`src/rtl/usc_pkg.sv`:
```
`default_nettype none
package usc_pkg;
   localparam int ADDR_W = 4;
   localparam int DATA_W = 16;
   localparam int CHAR_W = 9;
   // Receive buffer entry: parity error, framing error, nine data bits
   localparam int RX_ENTRY_W = CHAR_W + 2;
   // Register offsets
   localparam logic [ADDR_W-1:0] OFS_STATUS = 4'h0;
   localparam logic [ADDR_W-1:0] OFS_TX_DATA = 4'h2;
   localparam logic [ADDR_W-1:0] OFS_RX_DATA = 4'h4;
   localparam logic [ADDR_W-1:0] OFS_MODE = 4'h6;
   // serial_status_control fields
   localparam int BIT_TXISEL1 = 15;
   localparam int BIT_TXINV = 14;
   localparam int BIT_TXISEL0 = 13;
   localparam int BIT_TXBRK = 11;
   localparam int BIT_TXEN = 10;
   localparam int BIT_TXBF = 9;
   localparam int BIT_TX_EMPTY_FLAG = 8;
   localparam int BIT_RXISEL1 = 7;
   localparam int BIT_RXISEL0 = 6;
   localparam int BIT_ADDRESS_DETECT_ENABLE = 5;
   localparam int BIT_RECEIVER_IDLE_FLAG = 4;
   localparam int BIT_PARITY_ERROR_FLAG = 3;
   localparam int BIT_FRAMING_ERROR_FLAG = 2;
   localparam int BIT_RX_OVERRUN_FLAG = 1;
   localparam int BIT_RXDA = 0;
   // serial_mode_register fields
   localparam int MODE_PARITY = 1;
   localparam int MODE_NINE = 2;
   localparam int MODE_RXINV = 4;
   localparam int MODE_INFRARED_ENCODE_ENABLE = 12;
   localparam logic [DATA_W-1:0] STATUS_RESET = 16'h0110;
   localparam logic [DATA_W-1:0] MODE_RESET = 16'h0000;
   // Frame lengths in bit times, start and stop included
   localparam logic [3:0] TX_LEN_SHORT = 4'hA;
   localparam logic [3:0] TX_LEN_LONG = 4'hB;
   localparam logic [3:0] TX_LEN_BREAK = 4'hE;
   localparam logic [13:0] BREAK_FRAME = 14'h2000;
   // Bits sampled after the start bit
   localparam logic [3:0] RX_LEN_SHORT = 4'h9;
   localparam logic [3:0] RX_LEN_LONG = 4'hA;
   // Infrared pulse is 3/16 of a bit time
   localparam int IR_PULSE_NUM = 3;
   localparam int IR_PULSE_DEN = 16;
   typedef enum logic [1:0] {
      TXI_EACH = 2'b00,
      TXI_DONE = 2'b01,
      TXI_EMPTY = 2'b10,
      TXI_RSVD = 2'b11
   } usc_txi_type;
   typedef enum logic [0:0] {
      TX_IDLE = 1'b0,
      TX_SHIFT = 1'b1
   } usc_tx_state_type;
   typedef enum logic [1:0] {
      RX_IDLE = 2'b00,
      RX_START = 2'b01,
      RX_BITS = 2'b10
   } usc_rx_state_type;
endpackage : usc_pkg
`default_nettype wire

```
`src/rtl/usc_rx_fifo.sv`:
```
`default_nettype none
module usc_rx_fifo #(
   parameter int WIDTH = 11,
   parameter int DEPTH = 4
) (
   input wire logic clk,
   input wire logic rst,
   input wire logic push,
   input wire logic [WIDTH-1:0] push_data,
   input wire logic pop,
   input wire logic flush,
   output logic [WIDTH-1:0] head,
   output logic [$clog2(DEPTH+1)-1:0] count,
   output logic full,
   output logic empty
);
   localparam int PW = $clog2(DEPTH);
   localparam int CW = $clog2(DEPTH+1);

   if (DEPTH < 2 || (DEPTH & (DEPTH - 1)) != 0) begin : g_bad_depth
      $error("usc_rx_fifo: DEPTH must be a power of two, at least 2");
   end

   logic [WIDTH-1:0] mem_reg [DEPTH];
   logic [PW-1:0] wp_reg;
   logic [PW-1:0] rp_reg;
   logic [CW-1:0] cnt_reg;

   assign full = cnt_reg == CW'(DEPTH);
   assign empty = cnt_reg == '0;
   assign count = cnt_reg;
   assign head = mem_reg[rp_reg];

   always_ff @(posedge clk) begin
      if (push && !full) begin
         mem_reg[wp_reg] <= push_data;
      end
   end

   always_ff @(posedge clk or posedge rst) begin
      if (rst) begin
         wp_reg <= '0;
         rp_reg <= '0;
         cnt_reg <= '0;
      end else if (flush) begin
         wp_reg <= '0;
         rp_reg <= '0;
         cnt_reg <= '0;
      end else begin
         wp_reg <= wp_reg + PW'(push && !full);
         rp_reg <= rp_reg + PW'(pop && !empty);
         cnt_reg <= cnt_reg + CW'(push && !full) - CW'(pop && !empty);
      end
   end
endmodule // usc_rx_fifo
`default_nettype wire

```
`src/rtl/usc_top.sv`:
```
// Function
// - Mode 10: interrupt when load empties buffer
// - Mode 01: interrupt when last character finishes
// - Mode 00: interrupt on every character load, not on break start
// - Plain line idles low when inverted, else high
// - Infrared line idles high when inverted, else low
// - Break: start, twelve zeros, stop
// - Break request self-clears after break completes
// - Enabled transmitter owns the transmit pin
// - Disable aborts, flushes buffer, releases pin
// - Buffer-full flag reads one when no slot
// - Empty flag needs shifter and buffer empty
// - Empty flag zero while busy or queued
// - Receive mode 11: interrupt at four characters
// - Receive mode 10: interrupt at three characters
// - Receive mode 0x: interrupt on every character stored in the buffer
// - Receive idle level follows receive inversion
// - First character after sleep wake invalid
// - Clearing overrun empties buffer and receiver
// - Data-available flag reads one when nonempty
// - Error flags belong to top character
// - Address detect filters only in nine-bit mode
`default_nettype none
module usc_top #(
   parameter int BIT_CYCLES = 16,
   parameter int TX_DEPTH = 4,
   parameter int RX_DEPTH = 4
) (
   input wire logic clk,
   input wire logic rst,
   input wire logic [usc_pkg::ADDR_W-1:0] bus_addr,
   input wire logic [usc_pkg::DATA_W-1:0] bus_wdata,
   input wire logic bus_write,
   input wire logic bus_read,
   output logic [usc_pkg::DATA_W-1:0] bus_rdata,
   input wire logic serial_rx_pin,
   output logic serial_tx_pin,
   output logic tx_pin_select,
   output logic tx_irq,
   output logic rx_irq
);
   import usc_pkg::*;

   localparam int CW = $clog2(BIT_CYCLES);
   localparam int TPW = $clog2(TX_DEPTH);
   localparam int TCW = $clog2(TX_DEPTH+1);
   localparam int RCW = $clog2(RX_DEPTH+1);
   localparam int IR_RAW = (BIT_CYCLES * IR_PULSE_NUM) / IR_PULSE_DEN;
   localparam int IR_CYC = (IR_RAW < 1) ? 1 : IR_RAW;
   localparam logic [CW-1:0] CYC_TOP = CW'(BIT_CYCLES - 1);
   localparam logic [CW-1:0] CYC_HALF = CW'(BIT_CYCLES / 2 - 1);
   localparam logic [CW-1:0] IR_LAST = CW'(BIT_CYCLES - 1 - IR_CYC);
   localparam logic [RCW-1:0] RX_FULL_CNT = RCW'(RX_DEPTH);
   localparam logic [RCW-1:0] RX_3Q_CNT = RCW'(RX_DEPTH * 3 / 4);

   if (BIT_CYCLES < 4 || TX_DEPTH < 2 || (TX_DEPTH & (TX_DEPTH - 1)) != 0
       || RX_DEPTH < 4 || (RX_DEPTH & (RX_DEPTH - 1)) != 0) begin : g_bad_param
      $error("usc_top: unsupported BIT_CYCLES, TX_DEPTH or RX_DEPTH");
   end

   // Control state
   logic [1:0] txisel_reg;
   logic txinv_reg;
   logic brk_reg;
   logic txen_reg;
   logic [1:0] rxisel_reg;
   logic address_detect_enable_reg;
   logic rx_overrun_flag_reg;
   logic parity_reg;
   logic nine_reg;
   logic rxinv_reg;
   logic infrared_encode_enable_reg;
   logic [DATA_W-1:0] rdata_reg;

   // Bus decode
   wire wr_status = bus_write && bus_addr == OFS_STATUS;
   wire wr_txdata = bus_write && bus_addr == OFS_TX_DATA;
   wire wr_mode = bus_write && bus_addr == OFS_MODE;
   wire rd_rxdata = bus_read && bus_addr == OFS_RX_DATA;

   // Transmit buffer and shifter
   logic [CHAR_W-1:0] tx_mem_reg [TX_DEPTH];
   logic [TPW-1:0] tx_wp_reg;
   logic [TPW-1:0] tx_rp_reg;
   logic [TCW-1:0] tx_cnt_reg;
   usc_tx_state_type tx_state_reg;
   logic [13:0] tx_shift_reg;
   logic [3:0] tx_left_reg;
   logic [CW-1:0] tx_cyc_reg;
   logic tx_is_brk_reg;
   logic tx_pin_reg;
   logic tx_irq_reg;

   wire tx_idle = tx_state_reg == TX_IDLE;
   wire tx_full = tx_cnt_reg == TCW'(TX_DEPTH);
   wire tx_push = wr_txdata && txen_reg && !tx_full;
   // Abort takes effect at the disabling write itself, not a cycle later
   wire tx_stop = wr_status && !bus_wdata[BIT_TXEN];
   wire tx_run = txen_reg && !tx_stop;
   wire tx_load = tx_idle && tx_run && tx_cnt_reg != '0 && !brk_reg;
   wire brk_start = tx_idle && tx_run && brk_reg;
   wire [CHAR_W-1:0] tx_head = tx_mem_reg[tx_rp_reg];
   wire tx_long = nine_reg || parity_reg;
   wire tx_ninth = nine_reg ? tx_head[8] : (parity_reg ? ^tx_head[7:0] : 1'b1);
   wire [13:0] char_frame = {4'hF, tx_ninth, tx_head[7:0], 1'b0};
   wire [3:0] char_len = tx_long ? TX_LEN_LONG : TX_LEN_SHORT;
   wire tx_bit_end = !tx_idle && tx_cyc_reg == '0;
   wire tx_done = tx_bit_end && tx_left_reg == '0;
   wire tx_bit = tx_idle ? 1'b1 : tx_shift_reg[0];
   wire ir_pulse = !tx_idle && !tx_shift_reg[0] && tx_cyc_reg > IR_LAST;
   wire tx_empty_flag = tx_idle && tx_cnt_reg == '0;

   always_ff @(posedge clk) begin
      if (tx_push) begin
         tx_mem_reg[tx_wp_reg] <= bus_wdata[CHAR_W-1:0];
      end
   end

   always_ff @(posedge clk or posedge rst) begin
      if (rst) begin
         tx_wp_reg <= '0;
         tx_rp_reg <= '0;
         tx_cnt_reg <= '0;
      end else if (!tx_run) begin
         tx_wp_reg <= '0;
         tx_rp_reg <= '0;
         tx_cnt_reg <= '0;
      end else begin
         tx_wp_reg <= tx_wp_reg + TPW'(tx_push);
         tx_rp_reg <= tx_rp_reg + TPW'(tx_load);
         tx_cnt_reg <= tx_cnt_reg + TCW'(tx_push) - TCW'(tx_load);
      end
   end

   always_ff @(posedge clk or posedge rst) begin
      if (rst) begin
         tx_state_reg <= TX_IDLE;
         tx_shift_reg <= 14'h3FFF;
         tx_left_reg <= 4'h0;
         tx_cyc_reg <= '0;
         tx_is_brk_reg <= 1'b0;
      end else if (!tx_run) begin
         tx_state_reg <= TX_IDLE;
         tx_is_brk_reg <= 1'b0;
      end else if (tx_load || brk_start) begin
         tx_state_reg <= TX_SHIFT;
         tx_shift_reg <= brk_start ? BREAK_FRAME : char_frame;
         tx_left_reg <= (brk_start ? TX_LEN_BREAK : char_len) - 4'h1;
         tx_cyc_reg <= CYC_TOP;
         tx_is_brk_reg <= brk_start;
      end else if (tx_bit_end) begin
         if (tx_left_reg == 4'h0) begin
            tx_state_reg <= TX_IDLE;
         end else begin
            tx_shift_reg <= {1'b1, tx_shift_reg[13:1]};
            tx_left_reg <= tx_left_reg - 4'h1;
            tx_cyc_reg <= CYC_TOP;
         end
      end else if (!tx_idle) begin
         tx_cyc_reg <= tx_cyc_reg - CW'(1);
      end
   end

   wire tx_pin_next = txinv_reg ^ (infrared_encode_enable_reg ? ir_pulse : tx_bit);

   wire tx_irq_next = (txisel_reg == TXI_EACH && tx_load)
      || (txisel_reg == TXI_EMPTY && tx_load && tx_cnt_reg == TCW'(1) && !tx_push)
      || (txisel_reg == TXI_DONE && tx_done && tx_cnt_reg == '0 && !tx_push && !brk_reg);

   always_ff @(posedge clk or posedge rst) begin
      if (rst) begin
         tx_pin_reg <= 1'b1;
         tx_irq_reg <= 1'b0;
      end else begin
         tx_pin_reg <= tx_pin_next;
         tx_irq_reg <= tx_irq_next;
      end
   end

   assign tx_pin_select = txen_reg;
   assign serial_tx_pin = tx_pin_reg;
   assign tx_irq = tx_irq_reg;

   // Receiver: the pin is asynchronous, two flops before any use
   logic rx_meta_reg;
   logic rx_sync_reg;
   usc_rx_state_type rx_state_reg;
   logic [CW-1:0] rx_cyc_reg;
   logic [3:0] rx_left_reg;
   logic [9:0] rx_shift_reg;
   logic rx_irq_reg;
   wire [RX_ENTRY_W-1:0] rx_head;
   wire [RCW-1:0] rx_count;
   wire rx_full;
   wire rx_empty;

   always_ff @(posedge clk or posedge rst) begin
      if (rst) begin
         rx_meta_reg <= 1'b1;
         rx_sync_reg <= 1'b1;
      end else begin
         rx_meta_reg <= serial_rx_pin;
         rx_sync_reg <= rx_meta_reg;
      end
   end

   wire rx_line = rx_sync_reg ^ rxinv_reg;
   wire rx_long = nine_reg || parity_reg;
   wire [3:0] rx_len = rx_long ? RX_LEN_LONG : RX_LEN_SHORT;
   wire [9:0] rx_frame = {rx_line, rx_shift_reg[9:1]};
   wire [8:0] rx_data9 = nine_reg ? rx_frame[8:0]
      : {1'b0, (rx_long ? rx_frame[7:0] : rx_frame[8:1])};
   wire rx_parity_error_flag = parity_reg && !nine_reg && ^rx_frame[8:0];
   wire rx_framing_error_flag = !rx_frame[9];
   wire rx_done = rx_state_reg == RX_BITS && rx_cyc_reg == '0 && rx_left_reg == 4'h0;
   wire rx_drop = address_detect_enable_reg && nine_reg && !rx_data9[8];
   wire rx_accept = rx_done && !rx_drop;
   wire rx_push = rx_accept && !rx_full;
   wire rx_overrun_flag_set = rx_accept && rx_full;
   // Set wins: an overrun in the clearing cycle keeps the flag and the data
   wire rx_overrun_flag_clr = wr_status && !bus_wdata[BIT_RX_OVERRUN_FLAG] && rx_overrun_flag_reg && !rx_overrun_flag_set;
   wire rx_pop = rd_rxdata && !rx_empty;
   wire [RCW-1:0] rx_cnt_after = rx_count + RCW'(rx_push) - RCW'(rx_pop);

   // no resync after clock stop; first character may be garbage
   always_ff @(posedge clk or posedge rst) begin
      if (rst) begin
         rx_state_reg <= RX_IDLE;
         rx_cyc_reg <= '0;
         rx_left_reg <= 4'h0;
         rx_shift_reg <= 10'h3FF;
      end else if (rx_overrun_flag_clr) begin
         rx_state_reg <= RX_IDLE;
      end else begin
         case (rx_state_reg)
            RX_IDLE: begin
               if (!rx_line) begin
                  rx_state_reg <= RX_START;
                  rx_cyc_reg <= CYC_HALF;
               end
            end
            RX_START: begin
               if (rx_cyc_reg != '0) begin
                  rx_cyc_reg <= rx_cyc_reg - CW'(1);
               end else if (rx_line) begin
                  rx_state_reg <= RX_IDLE;
               end else begin
                  rx_state_reg <= RX_BITS;
                  rx_cyc_reg <= CYC_TOP;
                  rx_left_reg <= rx_len - 4'h1;
               end
            end
            RX_BITS: begin
               if (rx_cyc_reg != '0) begin
                  rx_cyc_reg <= rx_cyc_reg - CW'(1);
               end else begin
                  rx_shift_reg <= rx_frame;
                  rx_cyc_reg <= CYC_TOP;
                  rx_left_reg <= rx_left_reg - 4'h1;
                  if (rx_left_reg == 4'h0) begin
                     rx_state_reg <= RX_IDLE;
                  end
               end
            end
            default: begin
               rx_state_reg <= RX_IDLE;
            end
         endcase
      end
   end

   // error bits travel with the character
   usc_rx_fifo #(
      .WIDTH(RX_ENTRY_W),
      .DEPTH(RX_DEPTH)
   ) u_rx_fifo (
      .clk(clk),
      .rst(rst),
      .push(rx_push),
      .push_data({rx_parity_error_flag, rx_framing_error_flag, rx_data9}),
      .pop(rx_pop),
      .flush(rx_overrun_flag_clr),
      .head(rx_head),
      .count(rx_count),
      .full(rx_full),
      .empty(rx_empty)
   );

   wire rx_irq_next = rx_push && (!rxisel_reg[1]
      || (rxisel_reg == 2'b10 && rx_cnt_after == RX_3Q_CNT)
      || (rxisel_reg == 2'b11 && rx_cnt_after == RX_FULL_CNT));

   always_ff @(posedge clk or posedge rst) begin
      if (rst) begin
         rx_irq_reg <= 1'b0;
      end else begin
         rx_irq_reg <= rx_irq_next;
      end
   end
   assign rx_irq = rx_irq_reg;

   wire brk_next = wr_status ? bus_wdata[BIT_TXBRK]
      : ((tx_done && tx_is_brk_reg) ? 1'b0 : brk_reg);
   wire rx_overrun_flag_next = rx_overrun_flag_set ? 1'b1 : (rx_overrun_flag_clr ? 1'b0 : rx_overrun_flag_reg);

   always_ff @(posedge clk or posedge rst) begin
      if (rst) begin
         txisel_reg <= {STATUS_RESET[BIT_TXISEL1], STATUS_RESET[BIT_TXISEL0]};
         txinv_reg <= STATUS_RESET[BIT_TXINV];
         txen_reg <= STATUS_RESET[BIT_TXEN];
         rxisel_reg <= STATUS_RESET[BIT_RXISEL1:BIT_RXISEL0];
         address_detect_enable_reg <= STATUS_RESET[BIT_ADDRESS_DETECT_ENABLE];
         brk_reg <= STATUS_RESET[BIT_TXBRK];
         rx_overrun_flag_reg <= STATUS_RESET[BIT_RX_OVERRUN_FLAG];
      end else begin
         if (wr_status) begin
            txisel_reg <= {bus_wdata[BIT_TXISEL1], bus_wdata[BIT_TXISEL0]};
            txinv_reg <= bus_wdata[BIT_TXINV];
            txen_reg <= bus_wdata[BIT_TXEN];
            rxisel_reg <= bus_wdata[BIT_RXISEL1:BIT_RXISEL0];
            address_detect_enable_reg <= bus_wdata[BIT_ADDRESS_DETECT_ENABLE];
         end
         brk_reg <= brk_next;
         rx_overrun_flag_reg <= rx_overrun_flag_next;
      end
   end

   always_ff @(posedge clk or posedge rst) begin
      if (rst) begin
         parity_reg <= MODE_RESET[MODE_PARITY];
         nine_reg <= MODE_RESET[MODE_NINE];
         rxinv_reg <= MODE_RESET[MODE_RXINV];
         infrared_encode_enable_reg <= MODE_RESET[MODE_INFRARED_ENCODE_ENABLE];
      end else if (wr_mode) begin
         parity_reg <= bus_wdata[MODE_PARITY];
         nine_reg <= bus_wdata[MODE_NINE];
         rxinv_reg <= bus_wdata[MODE_RXINV];
         infrared_encode_enable_reg <= bus_wdata[MODE_INFRARED_ENCODE_ENABLE];
      end
   end

   // Read path
   // data available
   wire [DATA_W-1:0] status_value = {txisel_reg[1], txinv_reg, txisel_reg[0], 1'b0,
      brk_reg, txen_reg, tx_full, tx_empty_flag, rxisel_reg, address_detect_enable_reg,
      rx_state_reg == RX_IDLE, rx_head[RX_ENTRY_W-1] && !rx_empty,
      rx_head[RX_ENTRY_W-2] && !rx_empty, rx_overrun_flag_reg, !rx_empty};
   wire [DATA_W-1:0] mode_value = (DATA_W'(infrared_encode_enable_reg) << MODE_INFRARED_ENCODE_ENABLE)
      | (DATA_W'(rxinv_reg) << MODE_RXINV) | (DATA_W'(nine_reg) << MODE_NINE)
      | (DATA_W'(parity_reg) << MODE_PARITY);
   wire [DATA_W-1:0] rx_value = rx_empty ? '0 : DATA_W'(rx_head[CHAR_W-1:0]);
   wire [DATA_W-1:0] read_value = (bus_addr == OFS_STATUS) ? status_value
      : (bus_addr == OFS_MODE) ? mode_value
      : (bus_addr == OFS_RX_DATA) ? rx_value : '0;

   always_ff @(posedge clk or posedge rst) begin
      if (rst) begin
         rdata_reg <= '0;
      end else begin
         rdata_reg <= bus_read ? read_value : '0;
      end
   end
   assign bus_rdata = rdata_reg;

   brk_clear_a:
   assert property (@(posedge clk) disable iff (rst)
      tx_done && tx_is_brk_reg && !wr_status |=> !brk_reg)
      else $error("break request not cleared after break");
   tx_abort_a:
   assert property (@(posedge clk) disable iff (rst)
      wr_status && !bus_wdata[BIT_TXEN] |=> tx_cnt_reg == '0 && tx_idle && !tx_pin_select)
      else $error("transmit disable did not abort");
   plain_idle_a:
   assert property (@(posedge clk) disable iff (rst)
      (tx_idle && !infrared_encode_enable_reg)[*2] |-> serial_tx_pin == !$past(txinv_reg))
      else $error("plain idle level wrong");
   ir_idle_a:
   assert property (@(posedge clk) disable iff (rst)
      (tx_idle && infrared_encode_enable_reg)[*2] |-> serial_tx_pin == $past(txinv_reg))
      else $error("infrared idle level wrong");
   tx_busy_a:
   assert property (@(posedge clk) disable iff (rst)
      tx_push |=> !tx_empty_flag)
      else $error("empty flag set with queued data");
   tx_each_a:
   assert property (@(posedge clk) disable iff (rst)
      tx_load && txisel_reg == TXI_EACH |=> tx_irq)
      else $error("missing transmit interrupt on load");
   rx_full_irq_a:
   assert property (@(posedge clk) disable iff (rst)
      rx_irq && $past(rxisel_reg) == 2'b11 |-> rx_count == RX_FULL_CNT)
      else $error("receive interrupt not at four characters");
   rx_overrun_flag_flush_a:
   assert property (@(posedge clk) disable iff (rst)
      rx_overrun_flag_clr |=> rx_empty && !rx_overrun_flag_reg && rx_state_reg == RX_IDLE)
      else $error("overrun clear did not flush receiver");
   rx_start_a:
   assert property (@(posedge clk) disable iff (rst)
      rx_state_reg == RX_IDLE && !rx_line && !rx_overrun_flag_clr |=> rx_state_reg == RX_START)
      else $error("start bit not detected");
endmodule // usc_top
`default_nettype wire

```
`config.mk`:
```
export PLATFORM = sky130hd
export DESIGN_NAME = usc_top
export DESIGN_NICKNAME = d
export VERILOG_FILES = /design/src/rtl/usc_pkg.sv /design/src/rtl/usc_rx_fifo.sv /design/src/rtl/usc_top.sv
export SDC_FILE = /design/constraint.sdc
export NUM_CORES = 1
export LEC_CHECK = 0
export BUFFER_PORTS_ARGS = -buffer_cell sky130_fd_sc_hd__buf_2
export CORE_ASPECT_RATIO = 1.4
export CORE_MARGIN = 2
export CORE_UTILIZATION = 38
export CTS_CLUSTER_SIZE = 30
export DETAILED_ROUTE_END_ITERATION = 16
export GPL_TIMING_DRIVEN = 0
export PLACE_DENSITY = 0.63
export SYNTH_ARGS = -nofsm -noshare
export SYNTH_HDL_FRONTEND = slang
export SYNTH_SLANG_ARGS = --single-unit
```
`constraint.sdc`:
```
create_clock -name clk -period 3.6 [get_ports clk]
set_input_delay 1.08 -clock clk [delete_from_list [all_inputs] [get_ports clk]]
set_output_delay 1.08 -clock clk [all_outputs]
set_load 0.01 [all_outputs]
```
==> results of run 1 <==
[synth_stat cells, types with 13 or more instances]
cell       n
nand2_1   34
a21oi_1   15
nor3_1    14
edfxtp_1  80
nor2_1    46
nand3_1   13
xnor2_1   21
inv_1     22
mux4_2    20
ha_1      19
dfstp_2   25
dfrtp_1   65
mux2_2    21
o21ai_0   17
[layout make-up]
class / count / share of cell area (%)
plain buffers: 17 / 0.8949
clock buffers: 23 / 5.313
clock inverters: 9 / 1.136
inverters: 22 / 0.9659
multi-input cells: 340 / 31.90
flip-flops and latches: 170 / 53.20
well taps: 252 / 3.580
repair buffers: 46 / 3.011
[repair_timing]
item / CTS / global route
endpoints found under the hold margin: 0 / 0
gates resized for setup: 3 / 1
setup buffers: 0 / 0
setup endpoints to repair: 2 / 2
pin swaps: 0 / 0
cloned: 0 / 0
[metal layers]
metal | GRT usage [%] | share of wire (%)
met1 | 17.55 | 36
met2 | 31.65 | 56
met3 | 3.548 | 3.5
met4 | 10.52 | 4.7
met5 | 0 | 0
[logic make-up (layout without fill, tap and decap cells)]
kind of cell               Yosys count  in the layout  share of synthesized area [%]
AOI/OAI and AO/OA                   74             74                          6.685
adders and majority gates           22             22                          3.918
DFF                                170            170                          61.66
xor gates and xnor gates            27             27                          3.112
and+or+nand+nor                    162            162                          10.93
buffers and inverters               41            117                          2.223
muxes                               55             55                          11.48
[metrics by stage]
stage                     total power [mW]   TNS (ns)
after CTS                            5.512          0
after global placement               3.642     -66.99
after detailed placement             3.736     -2.797
after global routing                 5.745  -0.002916
after floorplan                      3.382          0
final                                5.480          0
[power by group through the flow]
stage / Sequential [mW] / Clock [mW] / Combinational, mW
6_report: 2.53 / 1.76 / 1.20
5_1_grt: 2.55 / 1.87 / 1.32
4_1_cts: 2.52 / 1.79 / 1.20
3_5_place_dp: 2.55 / 0 / 1.19
3_3_place_gp: 2.53 / 0 / 1.11
2_1_floorplan: 2.48 / 0 / 0.897
[final timing paths]
kind / from / end / slack (ns) / depth (start not counted)
worst max-delay path: bus_addr[0] / tx_cnt_reg[2]$_DFF_PP0_ / 0.11 / 13
worst min-delay path: rx_meta_reg$_DFF_PP1_ / rx_sync_reg$_DFF_PP1_ / 0.36 / 0
worst max register to register: tx_state_reg$_DFFE_PP0P_ / tx_cnt_reg[2]$_DFF_PP0_ / 0.26 / 11
worst min register to register: rx_meta_reg$_DFF_PP1_ / rx_sync_reg$_DFF_PP1_ / 0.36 / 0
max in group asynchronous: rst / tx_shift_reg[6]$_DFFE_PP1P_ / 2.20 / 3
min in group asynchronous: rst / bus_rdata[11]$_DFF_PP0_ / 0.70 / 2
==> run_results.csv, run 1 <==
group,metric,value,unit
clocking,clock_latency,0.43,ns
global_routing,antenna_found_initial,1,
logic_synthesis,ys.flop_type,"edfxtp_1",
hold_path,min_path_type,"flip-flop to flip-flop",
place,gp_congestion,0.8592,
place,dp_hpwl,12.49,mm
timing,worst_slack,0.1113,ns
job,maxCapViolations,0,
place,placed_area,8214,sq um
power_and_ir_drop,pwr-share-clk,32.1,%
worst_setup_path,startpoint_type,"primary input",
clocking,clkSlewWorstSetupHoldPaths,0.06,ns
global_routing,grt_max_degree,50,
timing,min_period_over_period,96.91,%
logic_synthesis,synth_edf_count,80,
finish,multi_input_area,2810,sq um
logic_synthesis,synth_area_leaders,"edfxtp_1 (32%), dfrtp_1 (21%), dfstp_2 (8.6%)",
finish,seq_area,4686,sq um
worst_setup_path,max_stage_delay,0.53,ns
floorplan,initial_utilization,38.45,%
finish,final_cell_mix,"edfxtp_1 (80), dfrtp_1 (65), buf_2 (49)",
worst_setup_path,arrival,3.80,ns
clocking,cts_tree,"done",
floorplan,die_x,123.5,microns
worst_setup_path,slowest_stage,"or3b_2",
logic_synthesis,avgSynthCellArea,13.79,sq um
logic_synthesis,yosys.area.top_type,"edfxtp_1",
logic_synthesis,netlist_instances,551,
finish,finalInstanceArea,8808,sq um
clocking,cts_hold_buffers,0,
timing,fin_worst_skew,0.007295,ns
timing,max_freq,286.6,MHz
logic_synthesis,synth_fp_nets,598,
power_and_ir_drop,sw_frac_of_total,28.91,%
power_and_ir_drop,p_sw,1.584,mW
routing,drt_iter0_markers,195,
finish,largest_register_ffs,44,
finish,nFillCells,1735,
routing,wl,16.90,mm
floorplan,die-area,21160,sq um
clocking,htreeDepth,4,
routing,firstDrtPassIters,5,
finish,diodes,0,
routing,vias,4713,
floorplan,core-area,19770,sq um
worst_setup_path,worstSetupPathType,"primary input to flip-flop",
worst_setup_path,crit_path_cell_trace,"buf_2 > or3b_2 > or3_1 > a21oi_4 > inv_1 > ha_1 > inv_1 > ha_1 > inv_1 > fa_1 > xor2_1 > xnor2_1 > nor2_1",
power_and_ir_drop,p_per_area,622.1,nW/um^2
worst_setup_path,path_max_fanout,5,
finish,drive_above_1_share,26.32,%
worst_setup_path,crit_buf_inv,4,
finish,layout_commonest_cell,"edfxtp_1",
logic_synthesis,yosys_register_bits,170,
worst_setup_path,endpoint_kind,"flip-flop",
routing,detail_route.wl_per_cell,19.23,microns
floorplan,die_h,171.3,microns
outcome,status,"complete, no violations",
clocking,cts_inserted_buffers,17,
timing,max_slew.worst_pin.slew,1.093,ns
timing,fin_crit,3.489,ns
global_routing,grt_pass1_wl,27.04,mm
global_routing,grt_pass1_vias,5116,
global_routing,grt_use_total,17.24,%
power_and_ir_drop,p_int,3.896,mW
power_and_ir_drop,seqPwrFrac,46.1,%
finish,fin_cells,879,
finish,syn2layout_area_growth,15.90,%
floorplan,io_pins,45,
place,portBuffers,43,
logic_synthesis,syn_area,7600,sq um
clocking,clock-root-buffer,"clkbuf_16",
timing,max_slew_margin,26.90,%
logic_synthesis,async_reset_ff_share,52.94,%
worst_setup_path,cp_common_cell,"inv_1",
worst_setup_path,cp_top_family,"simple AND/OR/NAND/NOR gates",
routing,antenna_left,0,
timing,finalHoldViolCount,0,
routing,drc,0,
clocking,clockBufferDepth,2,
logic_synthesis,yosysSeqAreaShare,61.66,%
timing,whs,0.3563,ns
power_and_ir_drop,vdd_drop_max,0.0003098,V
global_routing,grt_overflow,0,
logic_synthesis,yosysUniqueCellTypes,59,
power_and_ir_drop,p_leak,3.531,nW
worst_setup_path,required,3.91,ns
clocking,cts.sinks,170,
place,dp_cells,849,
timing,slew_viol_final,0,
finish,final_util,44.56,%
logic_synthesis,yosys.area.top_type_share,31.61,%
power_and_ir_drop,p_comb_share,21.8,%
logic_synthesis,synth_warnings,0,
floorplan,num_rows,61,
place,dp_slack,-0.7349,ns
timing,setup_violations,0,
routing,via_per_inst,5.362,
finish,fin_nets,661,
(Power assumes the default switching activity.)
==> run 2: changes to the inputs <==
- CORE_MARGIN: 2 -> default
- CORE_UTILIZATION: 38 -> 39
- PLACE_DENSITY: 0.63 -> 0.64
==> run 2 against run 1 <==
Clock power about the same; combinational power about the same; first-iteration DRC count rose by 67%; highest routed layer unchanged; clock skew rose by 0.0018 ns; non-clock buffer count rose by 2; final area hardly changed; die area shrank 5.2%; register-to-register slack better by 0.06 ns; power decreased by 0.21%; largest power group unchanged; sequential cell count stayed put; critical path depth unchanged; routed wire length decreased by 2.5%.
==> run_results.csv, run 2 (same netlist as run 1, synthesis figures left out) <==
group,metric,value,unit
timing,max_freq,284.0,MHz
clocking,cts.sinks,170,
routing,firstDrtPassIters,4,
clocking,clock-root-buffer,"clkbuf_16",
power_and_ir_drop,p_leak,3.540,nW
routing,antenna_left,0,
finish,final_cell_mix,"edfxtp_1 (80), dfrtp_1 (65), buf_2 (49)",
clocking,cts_tree,"done",
timing,finalHoldViolCount,0,
timing,whs,0.3596,ns
finish,syn2layout_area_growth,15.94,%
clocking,post_cts_buffers,0,
clocking,clockBufferDepth,2,
power_and_ir_drop,total_power,5.469,mW
finish,layout_commonest_cell,"edfxtp_1",
timing,max_slew.worst_pin.slew,1.092,ns
timing,rsz0062_at_grt,"yes",
finish,multi_input_area,2803,sq um
worst_setup_path,path_max_fanout,11,
clocking,htreeDepth,4,
global_routing,antenna_found_initial,0,
worst_setup_path,required,3.92,ns
hold_path,min_path_type,"flip-flop to flip-flop",
outcome,status,"complete, no violations",
finish,largest_register_ffs,44,
worst_setup_path,crit_buf_inv,4,
floorplan,io_pins,45,
global_routing,grt_max_degree,70,
floorplan,die-area,20060,sq um
timing,min_period_over_period,97.81,%
clocking,clock_latency,0.43,ns
timing,setup_violations,0,
finish,nFillCells,1675,
worst_setup_path,worstRegToRegCells,13,
hold_path,min_path_cells,0,
worst_setup_path,slowest_stage,"or3b_2",
global_routing,grt_pass1_vias,4903,
worst_setup_path,endpoint_kind,"flip-flop",
finish,fin_cells,877,
global_routing,grt_overflow,0,
floorplan,initial_utilization,39.70,%
clocking,cts_inserted_buffers,17,
global_routing,grt_pass1_wl,26.57,mm
routing,drc,0,
floorplan,die_x,120.0,microns
timing,fin_crit,3.521,ns
job,maxCapViolations,0,
clocking,clkSlewWorstSetupHoldPaths,0.07,ns
worst_setup_path,max_stage_delay,0.53,ns
power_and_ir_drop,p_per_area,620.6,nW/um^2
finish,seq_area,4686,sq um
finish,diodes,0,
timing,slew_viol_final,0,
global_routing,grt_use_total,17.55,%
worst_setup_path,reg2reg_to,"rx_irq$_DFF_PP0_",
timing,max_slew_margin,26.94,%
worst_setup_path,worstSetupPathType,"primary input to flip-flop",
place,placed_area,8204,sq um
routing,vias,4729,
floorplan,num_rows,60,
worst_setup_path,startpoint_type,"primary input",
routing,detail_route.wl_per_cell,18.79,microns
hold_path,worstHoldStart,"rx_meta_reg$_DFF_PP1_",
timing,fin_worst_skew,0.009061,ns
floorplan,core-area,19140,sq um
worst_setup_path,crit_path_cell_trace,"buf_2 > or3b_2 > o41ai_4 > nor2_1 > clkbuf_1 > ha_1 > inv_1 > ha_1 > inv_1 > fa_1 > xor2_1 > xnor2_1 > nor2_1",
finish,finalInstanceArea,8811,sq um
routing,wl,16.48,mm
worst_setup_path,reg2reg_from,"rx_cyc_reg[0]$_DFFE_PP0P_",
place,gp_congestion,0.8319,
floorplan,die_h,167.2,microns
routing,drt_iter0_markers,326,
hold_path,hold_end,"rx_sync_reg$_DFF_PP1_",
worst_setup_path,r2r_slack,0.32,ns
worst_setup_path,cp_top_family,"adder cells",
place,dp_hpwl,11.97,mm
timing,setup_tns,0,ns
finish,fin_nets,663,
finish,drive_above_1_share,27.34,%
power_and_ir_drop,vdd_drop_max,0.0003791,V
place,dp_cells,845,
place,portBuffers,43,
worst_setup_path,arrival,3.84,ns
routing,via_per_inst,5.392,
run 2: cell count changes in the layout (fill, tap and decap cells not counted), sizes merged:
cell,before,now
clkbuf,33,29
inv,22,31
clkinv,5,4
bufinv,2,0
run 2: final cells by class:
class / count / share of cell area (%)
Buffer: 19 / 0.9798
Sequential cell: 170 / 53.18
Multi-Input combinational cell: 340 / 31.81
Inverter: 22 / 0.9656
Clock inverter: 15 / 1.704
Tap cell: 248 / 3.522
Timing Repair Buffer: 46 / 3.011
Clock buffer: 17 / 4.828
run 2: how the worst max path moves through the flow:
stage / cells after the start / startpoint / slack (ns) / to
after global routing: 13 / bus_addr[0] / -0.07 / tx_cnt_reg[2]$_DFF_PP0_
after global placement: 2 / rst / -0.88 / bus_rdata[5]$_DFF_PP0_
after detailed placement: 12 / bus_addr[1] / -0.67 / rx_irq$_DFF_PP0_
after CTS: 13 / bus_write / 0.009 / tx_cnt_reg[2]$_DFF_PP0_
final: 13 / bus_addr[0] / 0.08 / tx_cnt_reg[2]$_DFF_PP0_
after floorplan: 12 / bus_addr[0] / 0.03 / tx_cnt_reg[2]$_DFF_PP0_
run 2: stage by stage:
stage / setup slack, ns / util, %
6_report: 0.07881 / 46.03
5_1_grt: -0.07149 / 46.03
4_1_cts: 0.008599 / 45.90
3_5_place_dp: -0.6730 / 42.86
3_3_place_gp: -0.8753 / 42.50
2_1_floorplan: 0.03431 / -
run 2: where the power goes:
part           internal, mW  total (mW)  switching (mW)
Sequential             2.30        2.51           0.218
Combinational         0.545        1.18           0.634
Clock                 0.923        1.77           0.851
run 2: timing repair:
action / 4_1_cts / 5_1_grt
gates resized for setup: 1 / 3
endpoints found under the setup margin: 1 / 11
hold buffers: 0 / 0
run 2: per-layer routing:
metal / track usage, % / vias to the layer above / part of all wire, %
met3: 3.168 / 33 / 3.0
met1: 19.63 / 2420 / 38
met2: 32.41 / 113 / 57
met5: 0 / - / 0
li1: - / 2163 / -
met4: 7.011 / 0 / 2.3
